File: config.mk
export PLATFORM = sky130hd
export DESIGN_NAME = epdc_top
export DESIGN_NICKNAME = d
export VERILOG_FILES = /design/src/hdl/epdc_pkg.sv /design/src/hdl/epdc_top.sv /design/src/hdl/epdc_pin_sel.sv
export SDC_FILE = /design/constraint.sdc
export NUM_CORES = 1
export LEC_CHECK = 0
export ABC_AREA = 1
export BUFFER_PORTS_ARGS = -buffer_cell sky130_fd_sc_hd__buf_2
export CORE_ASPECT_RATIO = 0.5
export CORE_UTILIZATION = 40
export DETAILED_ROUTE_END_ITERATION = 6
export PLACE_DENSITY = 0.67
export SLEW_MARGIN = 20
export SYNTH_ARGS = -nofsm -noshare
export SYNTH_HDL_FRONTEND = slang
export SYNTH_SLANG_ARGS = --single-unit
export TNS_END_PERCENT = 20
File: constraint.sdc
create_clock -name clock -period 2.2 [get_ports clock]
set_input_delay 0.44 -clock clock [delete_from_list [all_inputs] [get_ports clock]]
set_output_delay 0.44 -clock clock [all_outputs]
set_load 0.05 [all_outputs]
File: src/hdl/epdc_pkg.sv
// emitter pin drive control: constants, field layout and carrier types
// assumes a host register port of 8-bit address and 24-bit data, one clock
// Operation
// RL1 - software writes zero to reserved fields of both registers and they read back as zero.
// RL2 - bit 19 of the drive control register powers down the illumination driver when set.
// RL3 - bit 12 removes the dc bias current through the transmit pins when set.
// RL4 - bits 11 to 8 form the bias current code, 0.5 mA per step, sent to the current source.
// RL5 - bit 4 with the first channel selected enables bias current on all three channels.
// RL6 - bit 3 makes the second channel follow the first channel's light enable.
// RL7 - bit 2 gates the inverted modulation clock, 1 enables it.
// RL8 - bit 0 gates the true modulation clock, 1 enables it, and it resets to one.
// RL9 - bits 5 to 4 pick the first pin source: 0 true clock, 2 inverted clock, 3 constant one.
// RL10 - bits 3 to 2 pick the third pin source with the same coding.
// RL11 - bits 1 to 0 pick the second pin source with the same coding.
// RL12 - the pin source register resets to all zeros.
// RL13 - the invalid code 1 drives the pin low and stays readable.
package epdc_pkg;
  localparam int ADDR_W = 8;
  localparam int DATA_W = 24;
  localparam logic [ADDR_W-1:0] ADDR_DRIVE_CTRL = 8'h79;
  localparam logic [ADDR_W-1:0] ADDR_PIN_SRC = 8'h7A;
  localparam logic [DATA_W-1:0] RST_DRIVE_CTRL = 24'h000001;
  localparam logic [DATA_W-1:0] RST_PIN_SRC = 24'h000000;
  // writable bits; everything else is reserved
  localparam logic [DATA_W-1:0] MASK_DRIVE_CTRL = 24'h081F1D;
  localparam logic [DATA_W-1:0] MASK_PIN_SRC = 24'h00003F;
  localparam int BIT_DRV_PDN = 19;
  localparam int BIT_BIAS_PDN = 12;
  localparam int BIAS_CODE_LSB = 8;
  localparam int BIAS_CODE_W = 4;
  localparam int BIT_BIAS_ALL = 4;
  localparam int BIT_SECOND_FOLLOWS = 3;
  localparam int BIT_INV_GATE = 2;
  localparam int BIT_TRUE_GATE = 0;
  localparam int PIN_A_LSB = 4;
  localparam int PIN_C_LSB = 2;
  localparam int PIN_B_LSB = 0;
  localparam int NUM_PINS = 3;
  localparam logic [1:0] SRC_TRUE = 2'h0;
  localparam logic [1:0] SRC_BAD = 2'h1;
  localparam logic [1:0] SRC_INV = 2'h2;
  localparam logic [1:0] SRC_ONE = 2'h3;
  localparam logic [1:0] CHAN_FIRST = 2'h0;
  localparam logic [1:0] CHAN_SECOND = 2'h1;
  localparam int PIN_SRC_W = 2;
  typedef struct packed {
    logic wr_en;
    logic [ADDR_W-1:0] addr;
    logic [DATA_W-1:0] wdata;
  } epdc_req_t;
  typedef struct packed {
    logic driver_power_down;
    logic bias_current_power_down;
    logic [BIAS_CODE_W-1:0] bias_current_code;
    logic [NUM_PINS-1:0] bias_enable;
  } epdc_analog_t;
endpackage

File: src/hdl/epdc_top.sv
// emitter pin drive control: registers, clock gating, pin muxes, bias enables
// assumes the modulation clock, channel select and light enable arrive from logic on clock
`timescale 1ns/1ps
module epdc_top
  import epdc_pkg::*;
(
  // clock and reset
  input wire logic clock,
  input wire logic rst_b,
  // host register port
  input wire epdc_req_t reg_req,
  output logic [DATA_W-1:0] reg_rdata_ff,
  // timing generator side
  input wire logic mod_clock,
  input wire logic [1:0] emitter_channel_select,
  input wire logic first_channel_light_enable,
  // emitter pins
  output logic emitter_pin_a,
  output logic emitter_pin_b,
  output logic emitter_pin_c,
  // light enable of the second channel
  output logic second_channel_light_enable,
  // analog driver controls
  output epdc_analog_t analog_ff
);
  logic rst_meta_ff;
  logic rst_sync_b_ff;
  logic driver_power_down_ff;
  logic bias_current_power_down_ff;
  logic [BIAS_CODE_W-1:0] bias_current_code_ff;
  logic bias_all_channels_enable_ff;
  logic second_follows_first_ff;
  logic inverted_mod_clock_gate_ff;
  logic true_mod_clock_gate_ff;
  logic [PIN_SRC_W-1:0] pin_source_ff [NUM_PINS];
  logic [DATA_W-1:0] drive_ctrl_view;
  logic [DATA_W-1:0] pin_src_view;
  logic [DATA_W-1:0] nxt_rdata;
  logic drive_ctrl_wr;
  logic pin_src_wr;
  logic mod_true;
  logic mod_inv;
  logic [NUM_PINS-1:0] pins;
  logic first_sel;
  epdc_analog_t nxt_analog;

  // write strobe for one register address
  function automatic logic reg_hit(input epdc_req_t req, input logic [ADDR_W-1:0] a);
    reg_hit = req.wr_en && (req.addr == a);
  endfunction

  // lowest bit of a pin's source field; pin order a, b, c is not bit order
  function automatic int pin_lsb(input int idx);
    case (idx)
      0: pin_lsb = PIN_A_LSB; // RL9
      1: pin_lsb = PIN_B_LSB; // RL11
      default: pin_lsb = PIN_C_LSB; // RL10
    endcase
  endfunction

  function automatic logic [DATA_W-1:0] read_mux(input logic [ADDR_W-1:0] a,
    input logic [DATA_W-1:0] d0,
    input logic [DATA_W-1:0] d1);
    if (a == ADDR_DRIVE_CTRL) begin
      read_mux = d0;
    end else if (a == ADDR_PIN_SRC) begin
      read_mux = d1;
    end else begin
      read_mux = '0;
    end
  endfunction

  // release reset through two flops so every flop behind them leaves reset on one edge
  always_ff @(posedge clock or negedge rst_b) begin
    if (!rst_b) begin
      rst_meta_ff <= 1'b0;
      rst_sync_b_ff <= 1'b0;
    end else begin
      rst_meta_ff <= 1'b1;
      rst_sync_b_ff <= rst_meta_ff;
    end
  end

  assign drive_ctrl_wr = reg_hit(reg_req, ADDR_DRIVE_CTRL);
  assign pin_src_wr = reg_hit(reg_req, ADDR_PIN_SRC);

  // only named fields are stored; reserved bits have no flop at all
  always_ff @(posedge clock or negedge rst_sync_b_ff) begin
    if (!rst_sync_b_ff) begin
      driver_power_down_ff <= RST_DRIVE_CTRL[BIT_DRV_PDN];
    end else if (drive_ctrl_wr) begin
      driver_power_down_ff <= reg_req.wdata[BIT_DRV_PDN]; // RL2
    end
  end

  always_ff @(posedge clock or negedge rst_sync_b_ff) begin
    if (!rst_sync_b_ff) begin
      bias_current_power_down_ff <= RST_DRIVE_CTRL[BIT_BIAS_PDN];
    end else if (drive_ctrl_wr) begin
      bias_current_power_down_ff <= reg_req.wdata[BIT_BIAS_PDN]; // RL3
    end
  end

  always_ff @(posedge clock or negedge rst_sync_b_ff) begin
    if (!rst_sync_b_ff) begin
      bias_current_code_ff <= RST_DRIVE_CTRL[BIAS_CODE_LSB +: BIAS_CODE_W];
    end else if (drive_ctrl_wr) begin
      bias_current_code_ff <= reg_req.wdata[BIAS_CODE_LSB +: BIAS_CODE_W]; // RL4
    end
  end

  always_ff @(posedge clock or negedge rst_sync_b_ff) begin
    if (!rst_sync_b_ff) begin
      bias_all_channels_enable_ff <= RST_DRIVE_CTRL[BIT_BIAS_ALL];
    end else if (drive_ctrl_wr) begin
      bias_all_channels_enable_ff <= reg_req.wdata[BIT_BIAS_ALL]; // RL5
    end
  end

  always_ff @(posedge clock or negedge rst_sync_b_ff) begin
    if (!rst_sync_b_ff) begin
      second_follows_first_ff <= RST_DRIVE_CTRL[BIT_SECOND_FOLLOWS];
    end else if (drive_ctrl_wr) begin
      second_follows_first_ff <= reg_req.wdata[BIT_SECOND_FOLLOWS]; // RL6
    end
  end

  always_ff @(posedge clock or negedge rst_sync_b_ff) begin
    if (!rst_sync_b_ff) begin
      inverted_mod_clock_gate_ff <= RST_DRIVE_CTRL[BIT_INV_GATE];
    end else if (drive_ctrl_wr) begin
      inverted_mod_clock_gate_ff <= reg_req.wdata[BIT_INV_GATE]; // RL7
    end
  end

  always_ff @(posedge clock or negedge rst_sync_b_ff) begin
    if (!rst_sync_b_ff) begin
      true_mod_clock_gate_ff <= RST_DRIVE_CTRL[BIT_TRUE_GATE]; // RL8
    end else if (drive_ctrl_wr) begin
      true_mod_clock_gate_ff <= reg_req.wdata[BIT_TRUE_GATE]; // RL8
    end
  end

  // the invalid code is stored as written so software can read it back
  genvar p;
  generate
    for (p = 0; p < NUM_PINS; p++) begin : g_src
      always_ff @(posedge clock or negedge rst_sync_b_ff) begin
        if (!rst_sync_b_ff) begin
          pin_source_ff[p] <= SRC_TRUE; // RL12
        end else if (pin_src_wr) begin
          pin_source_ff[p] <= reg_req.wdata[pin_lsb(p) +: PIN_SRC_W]; // RL13
        end
      end
    end
  endgenerate

  // reserved bits read back zero
  always_comb begin
    drive_ctrl_view = '0; // RL1
    drive_ctrl_view[BIT_DRV_PDN] = driver_power_down_ff;
    drive_ctrl_view[BIT_BIAS_PDN] = bias_current_power_down_ff;
    drive_ctrl_view[BIAS_CODE_LSB +: BIAS_CODE_W] = bias_current_code_ff;
    drive_ctrl_view[BIT_BIAS_ALL] = bias_all_channels_enable_ff;
    drive_ctrl_view[BIT_SECOND_FOLLOWS] = second_follows_first_ff;
    drive_ctrl_view[BIT_INV_GATE] = inverted_mod_clock_gate_ff;
    drive_ctrl_view[BIT_TRUE_GATE] = true_mod_clock_gate_ff;
  end

  always_comb begin
    pin_src_view = '0; // RL1
    for (int i = 0; i < NUM_PINS; i++) begin
      pin_src_view[pin_lsb(i) +: PIN_SRC_W] = pin_source_ff[i]; // RL13
    end
  end

  // read data follows the address every cycle, one edge late
  assign nxt_rdata = read_mux(reg_req.addr, drive_ctrl_view, pin_src_view);

  always_ff @(posedge clock or negedge rst_sync_b_ff) begin
    if (!rst_sync_b_ff) begin
      reg_rdata_ff <= '0;
    end else begin
      reg_rdata_ff <= nxt_rdata;
    end
  end

  // gated clocks are plain logic gates; the pins are reclocked below
  assign mod_true = mod_clock & true_mod_clock_gate_ff; // RL8
  assign mod_inv = ~mod_clock & inverted_mod_clock_gate_ff; // RL7

  genvar g;
  generate
    for (g = 0; g < NUM_PINS; g++) begin : g_pin
      epdc_pin_sel u_sel (
        .clock(clock),
        .rst_sync_b(rst_sync_b_ff),
        .source(pin_source_ff[g]),
        .mod_true(mod_true),
        .mod_inv(mod_inv),
        .pin_ff(pins[g])
      );
    end
  endgenerate

  assign emitter_pin_a = pins[0];
  assign emitter_pin_b = pins[1];
  assign emitter_pin_c = pins[2];

  assign first_sel = (emitter_channel_select == CHAN_FIRST);
  // follow mode needed for static current drive
  assign second_channel_light_enable = second_follows_first_ff ? first_channel_light_enable
    : (emitter_channel_select == CHAN_SECOND); // RL6

  always_comb begin
    nxt_analog.driver_power_down = driver_power_down_ff; // RL2
    nxt_analog.bias_current_power_down = bias_current_power_down_ff; // RL3
    nxt_analog.bias_current_code = bias_current_code_ff; // RL4
    nxt_analog.bias_enable = '0;
    if (!bias_current_power_down_ff) begin
      if (first_sel && bias_all_channels_enable_ff) begin
        nxt_analog.bias_enable = '1; // RL5
      end else if (emitter_channel_select < 2'(NUM_PINS)) begin
        nxt_analog.bias_enable[emitter_channel_select] = 1'b1;
      end
    end
  end

  always_ff @(posedge clock or negedge rst_sync_b_ff) begin
    if (!rst_sync_b_ff) begin
      analog_ff <= '0;
    end else begin
      analog_ff <= nxt_analog;
    end
  end
endmodule

File: src/hdl/epdc_pin_sel.sv
// emitter pin drive control: one pin source selector
// assumes gated modulation clocks from the same clock domain
`timescale 1ns/1ps
module epdc_pin_sel
  import epdc_pkg::*;
(
  // clock and reset
  input wire logic clock,
  input wire logic rst_sync_b,
  // source choice and clocks
  input wire logic [1:0] source,
  input wire logic mod_true,
  input wire logic mod_inv,
  // pin
  output logic pin_ff
);
  logic nxt_pin;
  always_comb begin
    case (source)
      SRC_TRUE: nxt_pin = mod_true;
      SRC_INV: nxt_pin = mod_inv;
      SRC_ONE: nxt_pin = 1'b1;
      SRC_BAD: nxt_pin = 1'b0; // RL13
      default: nxt_pin = 1'b0;
    endcase
  end
  always_ff @(posedge clock or negedge rst_sync_b) begin
    if (!rst_sync_b) begin
      pin_ff <= 1'b0;
    end else begin
      pin_ff <= nxt_pin;
    end
  end
endmodule

Yosys cells after proc, flatten, opt, wreduce, memory -nomap -nowiden
Index checks and enable logic that the tools add are counted.
{"block": "op_classes", "addsub": 0, "mul": 0, "n_div": 0, "n_lt_le_gt_ge": 3, "n_eq_ne": 12, "n_shift": 0, "mux": 11, "bitwise": 3, "n_reduce_logical": 8}
{"op": "two-way mux 24 bit", "n": 1}
{"op": "equality test 8 x 7 -> 1 bit (second input constant)", "n": 2}
{"op": "equality test 2 bit (second input constant)", "n": 6}
{"op": "one-hot mux 1 bit (4 select lines)", "n": 3}
{"op": "two-way mux 3 bit", "n": 3}
{"op": "equality test 2 x 1 -> 1 bit (second input constant)", "n": 4}
{"op": "zero test 2 bit", "n": 4}
{"op": "two-way mux 6 bit", "n": 1}
{"op": "logical AND 1 bit", "n": 4}
{"op": "< comparator 2 x 3 -> 1 bit (second input constant)", "n": 1}
{"op": "bitwise AND 1 bit", "n": 2}
{"op": "demux 1 bit (select 2 bit)", "n": 1}
{"op": "greater-or-equal comparator 2 x 1 -> 1 bit (second input constant)", "n": 1}
{"op": "< comparator 2 bit (second input constant)", "n": 1}
{"op": "two-way mux 1 bit", "n": 2}
{"op": "NOT 1 bit", "n": 1}
{"block": "totals", "register_bits": 54, "latch_bits": 0, "ram_bits": 0, "mem_bits_ro": 0, "in_bits": 39, "out_inout_bits": 37, "word_cells": 57, "memories": 0}

Depth between registers and ports, before layout
Gate-level depths: netlist of the first run.
{"block": "logic_depth", "depth_word": 7, "ltp_mapped": 6}

Modules after synthesis
A second synthesis of the first run with hierarchy kept.
{"block": "hier_totals", "hier_cells": 177, "hier_area_um2": 1746.7}
{"mod": "epdc_top", "n_inst": 1, "cells_per_inst": 162, "area_per_inst_um2": 1622.8, "seq_area_each_um2": 977.2}
{"mod": "epdc_pin_sel", "n_inst": 3, "cells_per_inst": 5, "area_per_inst_um2": 41.3, "seq_area_each_um2": 25.0}

Least setup slack after synthesis of the first run
OpenSTA, ideal clock, no wires.
{"block": "synth_timing", "path_type": "input port to output port", "start": "input emitter_channel_select[1]", "end": "output second_channel_light_enable", "arrival_ps": 940, "setup_slack_ps": 820, "path_stages": 2, "path_buffers": 0, "cell_sequence": "nor2_1 > a22o_1"}
{"block": "synth_between", "elab_chain_len": 2}
{"element": "start, declared", "line_no": "epdc_top.sv:15", "text": "input wire logic [1:0] emitter_channel_select,"}
{"element": "equality test 2 x 1 -> 1 bit", "line_no": "epdc_top.sv:213", "text": ": (emitter_channel_select == CHAN_SECOND);"}
{"element": "two-way mux 1 bit", "line_no": "epdc_top.sv:212", "text": "assign second_channel_light_enable = second_follows_first_ff ? first_channel_light_enable"}
{"element": "end, declared", "line_no": "epdc_top.sv:22", "text": "output logic second_channel_light_enable,"}
No other way between the ends.

Final worst setup path of the first run
{"block": "layout_timing", "start": "register second_follows_first_ff", "end": "output second_channel_light_enable"}
{"block": "layout_between", "elab_chain_len": 1}
{"element": "start, declared", "line_no": "epdc_top.sv:32", "text": "logic second_follows_first_ff;"}
{"element": "start signal, assigned", "line_no": "epdc_top.sv:122", "text": "second_follows_first_ff <= RST_DRIVE_CTRL[BIT_SECOND_FOLLOWS];"}
{"element": "start signal, assigned", "line_no": "epdc_top.sv:124", "text": "second_follows_first_ff <= reg_req.wdata[BIT_SECOND_FOLLOWS];"}
{"element": "two-way mux 1 bit", "line_no": "epdc_top.sv:212"}
No other way between the ends.

==> flow_summary.ini, run 1 <==
[global_routing]
grt_pass1_vias = 1087
overflow = 0
grt_pass1_wl_um = 5000
grt_max_degree = 41
grt_usage_pct = 14.4
antenna_found_initial = 0

[logic_synthesis]
synth_compound_area_share_pct = 4.05
ys_ff_latch = 42
synth_top_family_by_area = simple AND/OR/NAND/NOR gates
synthAdderAreaFrac_pct = 0
ys_warn_count = 0
synth.distinct_cells = 23
yosysSeqAreaShare_pct = 59.8
synth_mux_area_share_pct = 0
synth_area_um2 = 1760
synth-simple-area-share_pct = 24.9
yosys.area_share.xor_xnor_pct = 0
synth.avg_cell_area_um2 = 10.4
synthCells = 169

[clock_tree]
cts_buffers = 5
clk_pin_slew_worst_paths_ns = 0.07
cts_tree = yes
htree_levels = 2
cts.path.max_buffers = 2
cts_sinks = 42
clk_latency_ns = 0.28
cts_root_buffer = clkbuf_8

[power]
p_per_area_nw_per_um2 = 742
peakVddDrop_uv = 292
p_leak_nw = 1.18

[route]
first_iter_violations = 55
vias = 1278
wl_per_cell_um = 11.2
finalWirelength_um = 3110
routed_via_density = 4.61
antenna_left = 0
dr.pass1.iters = 4
drc = 0

[critical_path]
cp-start-kind = register
worstSetupPathType = reg2out
worstSetupEndpointType = output pin
arrival_ns = 1.19
cp_slowest_cell = dfrtp_1
path_max_fanout = 4
cpPeakStageDelay_ns = 0.41
path_cells = nor2_1, a22o_1, buf_2
crit_required_ns = 1.76
worst-r2r-cell-count = 2

[cells_and_area]
nFillCells = 385
nets = 261
area_growth_syn_to_layout_pct = 19.9
final_common_cell = buf_2
final_cell_mix = buf_2, dfrtp_1, nand2_1
finish.instance_area_um2 = 2110
layout-drive-gt1-share_pct = 32.7
n_antenna_cell = 0

[die]
core_area_um2 = 4060
die-area_um2 = 4680
num_rows = 16
die_h_um = 48.9
start_util_pct = 43.3
io_pins = 76
die_x_um = 95.8

[timing]
fmax_mhz = 614
final.setup.tns_ns = 0
hold_viol_final = 0
finClkSkew_ns = 0.00182
fin_crit_sh_pct = 74.0
finalMaxSlewViolations = 0
setup_ws_ns = 0.572
setup_viol = 0
rsz0062_at_grt = false
min_period_ns = 1.63

[place]
portBuffers = 51
dp_hpwl_um = 2150
place_congestion = 0.730
dpl_cell_area_um2 = 1990
pre_cts_slack_ns = 0.723

[job]
max_cap_viol_count = 0

[run_status]
status = finished clean

[hold_path]
hold_path_class = reg2async
==> sequential cells by signal, indices dropped and copies added, names as in the netlist <==
name and count:
rst_meta_ff 1, bias_current_code_ff 4, pin_source_ff 6, bias_current_power_down_ff 1, g_pin.u_sel.pin_ff 3, reg_rdata_ff 12, inverted_mod_clock_gate_ff 1, analog_ff 9
driver_power_down_ff 1, rst_sync_b_ff 1, second_follows_first_ff 1, true_mod_clock_gate_ff 1, bias_all_channels_enable_ff 1
==> routing by layer <==
metal	GRT usage (%)	vias up	wire, um
li1	-	632	-
met5	0	-	0
met1	18.9	594	1370
met4	6.97	0	40
met3	4.67	4	213
met2	21.7	48	1490
==> cell usage after synthesis <==
cell     instances  area share, %
dfrtp_1         41             58
nand2_1         35            7.5
nand4_1         16            5.7
buf_4           13            5.5
inv_1           12            2.6
nor2_1          12            2.6
nand2_2          5            1.8
nand3_1          5            1.4
o21ai_0          5            1.4
buf_6            3            1.9
nor3_1           3           0.85
o21ai_1          3           0.85
o31ai_1          3            1.3
buf_2            2           0.57
conb_1           2           0.43
nor2_8           2            2.3
a22o_1           1           0.50
dfstp_2          1            1.5
inv_2            1           0.21
nand2_4          1           0.64
nand3_2          1           0.57
nand3_4          1            1.0
nor2_4           1           0.64
==> power breakdown <==
part	switching (mW)	internal [mW]
logic	0.148	0.0415
registers	0.0151	0.798
clock network	0.246	0.317
==> logic make-up after synthesis <==
group / Yosys count
and+or+nand+nor: 82
DFF: 42
other: 2
AOI/OAI and AO/OA: 12
buffers and inverters: 31
==> stage by stage <==
step                      utilization, %  hold slack, ns  std cells  total power [mW]
final                               51.9           0.314        277              1.56
after global routing                51.9           0.341        277              1.64
after CTS                           51.9           0.332        277              1.58
after detailed placement            49.0           0.233        268              1.02
after global placement              49.0           0.225        268              1.01
after floorplan                        -           0.144        180             0.985
==> what timing repair did <==
action / in CTS / in global routing
setup buffers: 0 / 0
resized for setup: 0 / 0
hold endpoints to repair: 2 / 0
hold buffers: 1 / 0
==> worst max-delay path: cells and delay by family (launching register included) <==
family	cells	cell delay [ns]
simple gates	1	0.12
flops	1	0.41
buf+inv	1	0.25
compound gates	1	0.12
==> final timing paths <==
check	to	startpoint	slack, ns
max in group asynchronous	true_mod_clock_gate_ff	rst_sync_b_ff	1.52
min in group clock	analog_ff[0]	emitter_channel_select[0]	0.34
worst min register to register	analog_ff[6]	rst_sync_b_ff	0.31
worst max-delay path	second_channel_light_enable	second_follows_first_ff	0.57
worst max register to register	g_pin[0].u_sel.pin_ff	true_mod_clock_gate_ff	1.22
worst min-delay path	analog_ff[6]	rst_sync_b_ff	0.31
==> area by class of cell <==
cell class / count / area [um2] / share of cell area, %
clock buffers: 8 / 110 / 5.22
well taps: 54 / 67.6 / 3.20
repair buffers: 53 / 273 / 12.9
inverters: 13 / 48.8 / 2.31
flip-flops and latches: 42 / 1050 / 49.9
multi-input cells: 107 / 558 / 26.5
Power figures use the tool's default switching activity.
==> run 2, diff against run 1 <==
==> constraint.sdc (replaced) <==
create_clock -name clock -period 1.6 [get_ports clock]
set_input_delay 0.32 -clock clock [delete_from_list [all_inputs] [get_ports clock]]
set_output_delay 0.32 -clock clock [all_outputs]
set_load 0.05 [all_outputs]
==> run 2 against run 1 <==
Clock-buffer cell count did not move. Setup slack got worse by 0.48 ns. Global-route usage is 0.20 points lower. Cell count rose by 0.36%. Largest cell class unchanged. First-iteration DRC count increased by 1.8%. Die area is the same.
==> flow_summary.ini, run 2 (synthesis results as in run 1) <==
[critical_path]
reg2reg_from = true_mod_clock_gate_ff
worst-r2r-cell-count = 2
cp-start-kind = register
path_max_fanout = 4
rrSetupSlack_ns = 0.62
timing.rr.end = g_pin[1].u_sel.pin_ff
worstSetupEndpointType = output pin
worstSetupPathType = reg2out
crit_required_ns = 1.28
arrival_ns = 1.19

[timing]
rsz0062_at_grt = false
fmax_mhz = 661
hold_viol_final = 0
min_period_ns = 1.51
finClkSkew_ns = 0.00151
setup_viol = 0
final.setup.tns_ns = 0
finalMaxSlewViolations = 0
fin_crit_sh_pct = 94.5

[power]
total_power_mw = 2.15
p_per_area_nw_per_um2 = 1010
peakVddDrop_uv = 343
p_leak_nw = 1.18

[clock_tree]
cts.path.max_buffers = 2
cts.repair.resized = 0
postCtsSetupBuffers = 0
cts_tree = yes
cts_buffers = 5
htree_levels = 2
cts_sinks = 42
cts_root_buffer = clkbuf_8
clk_pin_slew_worst_paths_ns = 0.07
clk_latency_ns = 0.29

[job]
max_cap_viol_count = 0

[cells_and_area]
nets = 262
largest_reg_flops = 12
n_antenna_cell = 0
layout.cells.non_filler = 278
area_growth_syn_to_layout_pct = 20.3
layout-drive-gt1-share_pct = 33.0
seqCellArea_um2 = 1050
final_common_cell = buf_2
post-route-util_pct = 52.1
nFillCells = 370
top_register = reg_rdata_ff
multi_input_area_um2 = 558
top_regs = reg_rdata_ff: 12 flops, analog_ff: 9 flops, pin_source_ff: 6 flops
final_cell_mix = buf_2, dfrtp_1, nand2_1

[run_status]
status = finished clean

[die]
die_x_um = 95.8
die_h_um = 48.9
io_pins = 76
die-area_um2 = 4680
num_rows = 16
core_area_um2 = 4060
start_util_pct = 43.3

[route]
antenna_left = 0
wl_per_cell_um = 11.2
vias = 1291
routed_via_density = 4.64
dr.pass1.iters = 4
finalWirelength_um = 3120
drc = 0
first_iter_violations = 56

[global_routing]
overflow = 0
grt_max_degree = 41
grt_pass1_vias = 1058
grt_usage_pct = 14.2
antenna_found_initial = 0
grt_pass1_wl_um = 4910

[place]
portBuffers = 51
place_congestion = 0.741
dp_hpwl_um = 2190
place_inst = 269

[hold_path]
worstHoldStart = emitter_channel_select[0]
min_to = analog_ff[0]
worstHoldPathCells = 2
hold_path_class = in2reg
run 2: worst max-delay path: stages, from the launching register on:
cell	delay, ns
dfrtp_1	0.42
nor2_1	0.12
a22o_1	0.12
buf_2	0.25
run 2: worst max-delay path by stage:
stage | from | endpoint | slack (ns) | cells past startpoint
after detailed placement | reg_req[26] | pin_source_ff[2] | 0.29 | 7
final | second_follows_first_ff | second_channel_light_enable | 0.09 | 3
after CTS | second_follows_first_ff | second_channel_light_enable | 0.08 | 3
after global routing | second_follows_first_ff | second_channel_light_enable | 0.01 | 3
after floorplan | rst_sync_b_ff | analog_ff[0] | 0.35 | 0
after global placement | reg_req[26] | pin_source_ff[2] | 0.32 | 7
run 2: stage by stage:
| stage | hold WS [ns] | instance area [um2] | setup WS [ns] |
|---|---|---|---|
| floorplan | 0.0244 | 1800 | 0.346 |
| global placement | 0.105 | 2000 | 0.318 |
| detailed placement | 0.116 | 2000 | 0.287 |
| CTS | 0.209 | 2120 | 0.0803 |
| global route | 0.221 | 2120 | 0.0127 |
| finish | 0.224 | 2120 | 0.0881 |
run 2: layer usage:
layer,vias to the layer above,GRT usage (%),part of all wire [%]
met3,7,4.21,7.3
met2,51,22.5,49
met1,601,17.7,41
met5,-,0,0
met4,0,7.46,2.0
li1,632,-,-
run 2: layout make-up:
| class | count | share of cell area [%] |
|---|---|---|
| sequential | 42 | 49.7 |
| multi-input combinational | 107 | 26.4 |
| timing repair buffer | 54 | 13.2 |
| clock buffer | 8 | 5.20 |
| tap | 54 | 3.19 |
| inverter | 13 | 2.30 |
run 2: repair_timing:
| item | in CTS | in global routing |
|---|---|---|
| hold buffers | 1 | 0 |
| setup endpoints to repair | 0 | 0 |
| endpoints found under the hold margin | 2 | 0 |
run 2: power breakdown:
group	switching [mW]	leakage, nW	total [mW]	internal (mW)
Sequential	0.0219	0.571	1.12	1.10
Combinational	0.202	0.554	0.259	0.0578
Clock	0.332	0.0575	0.767	0.435
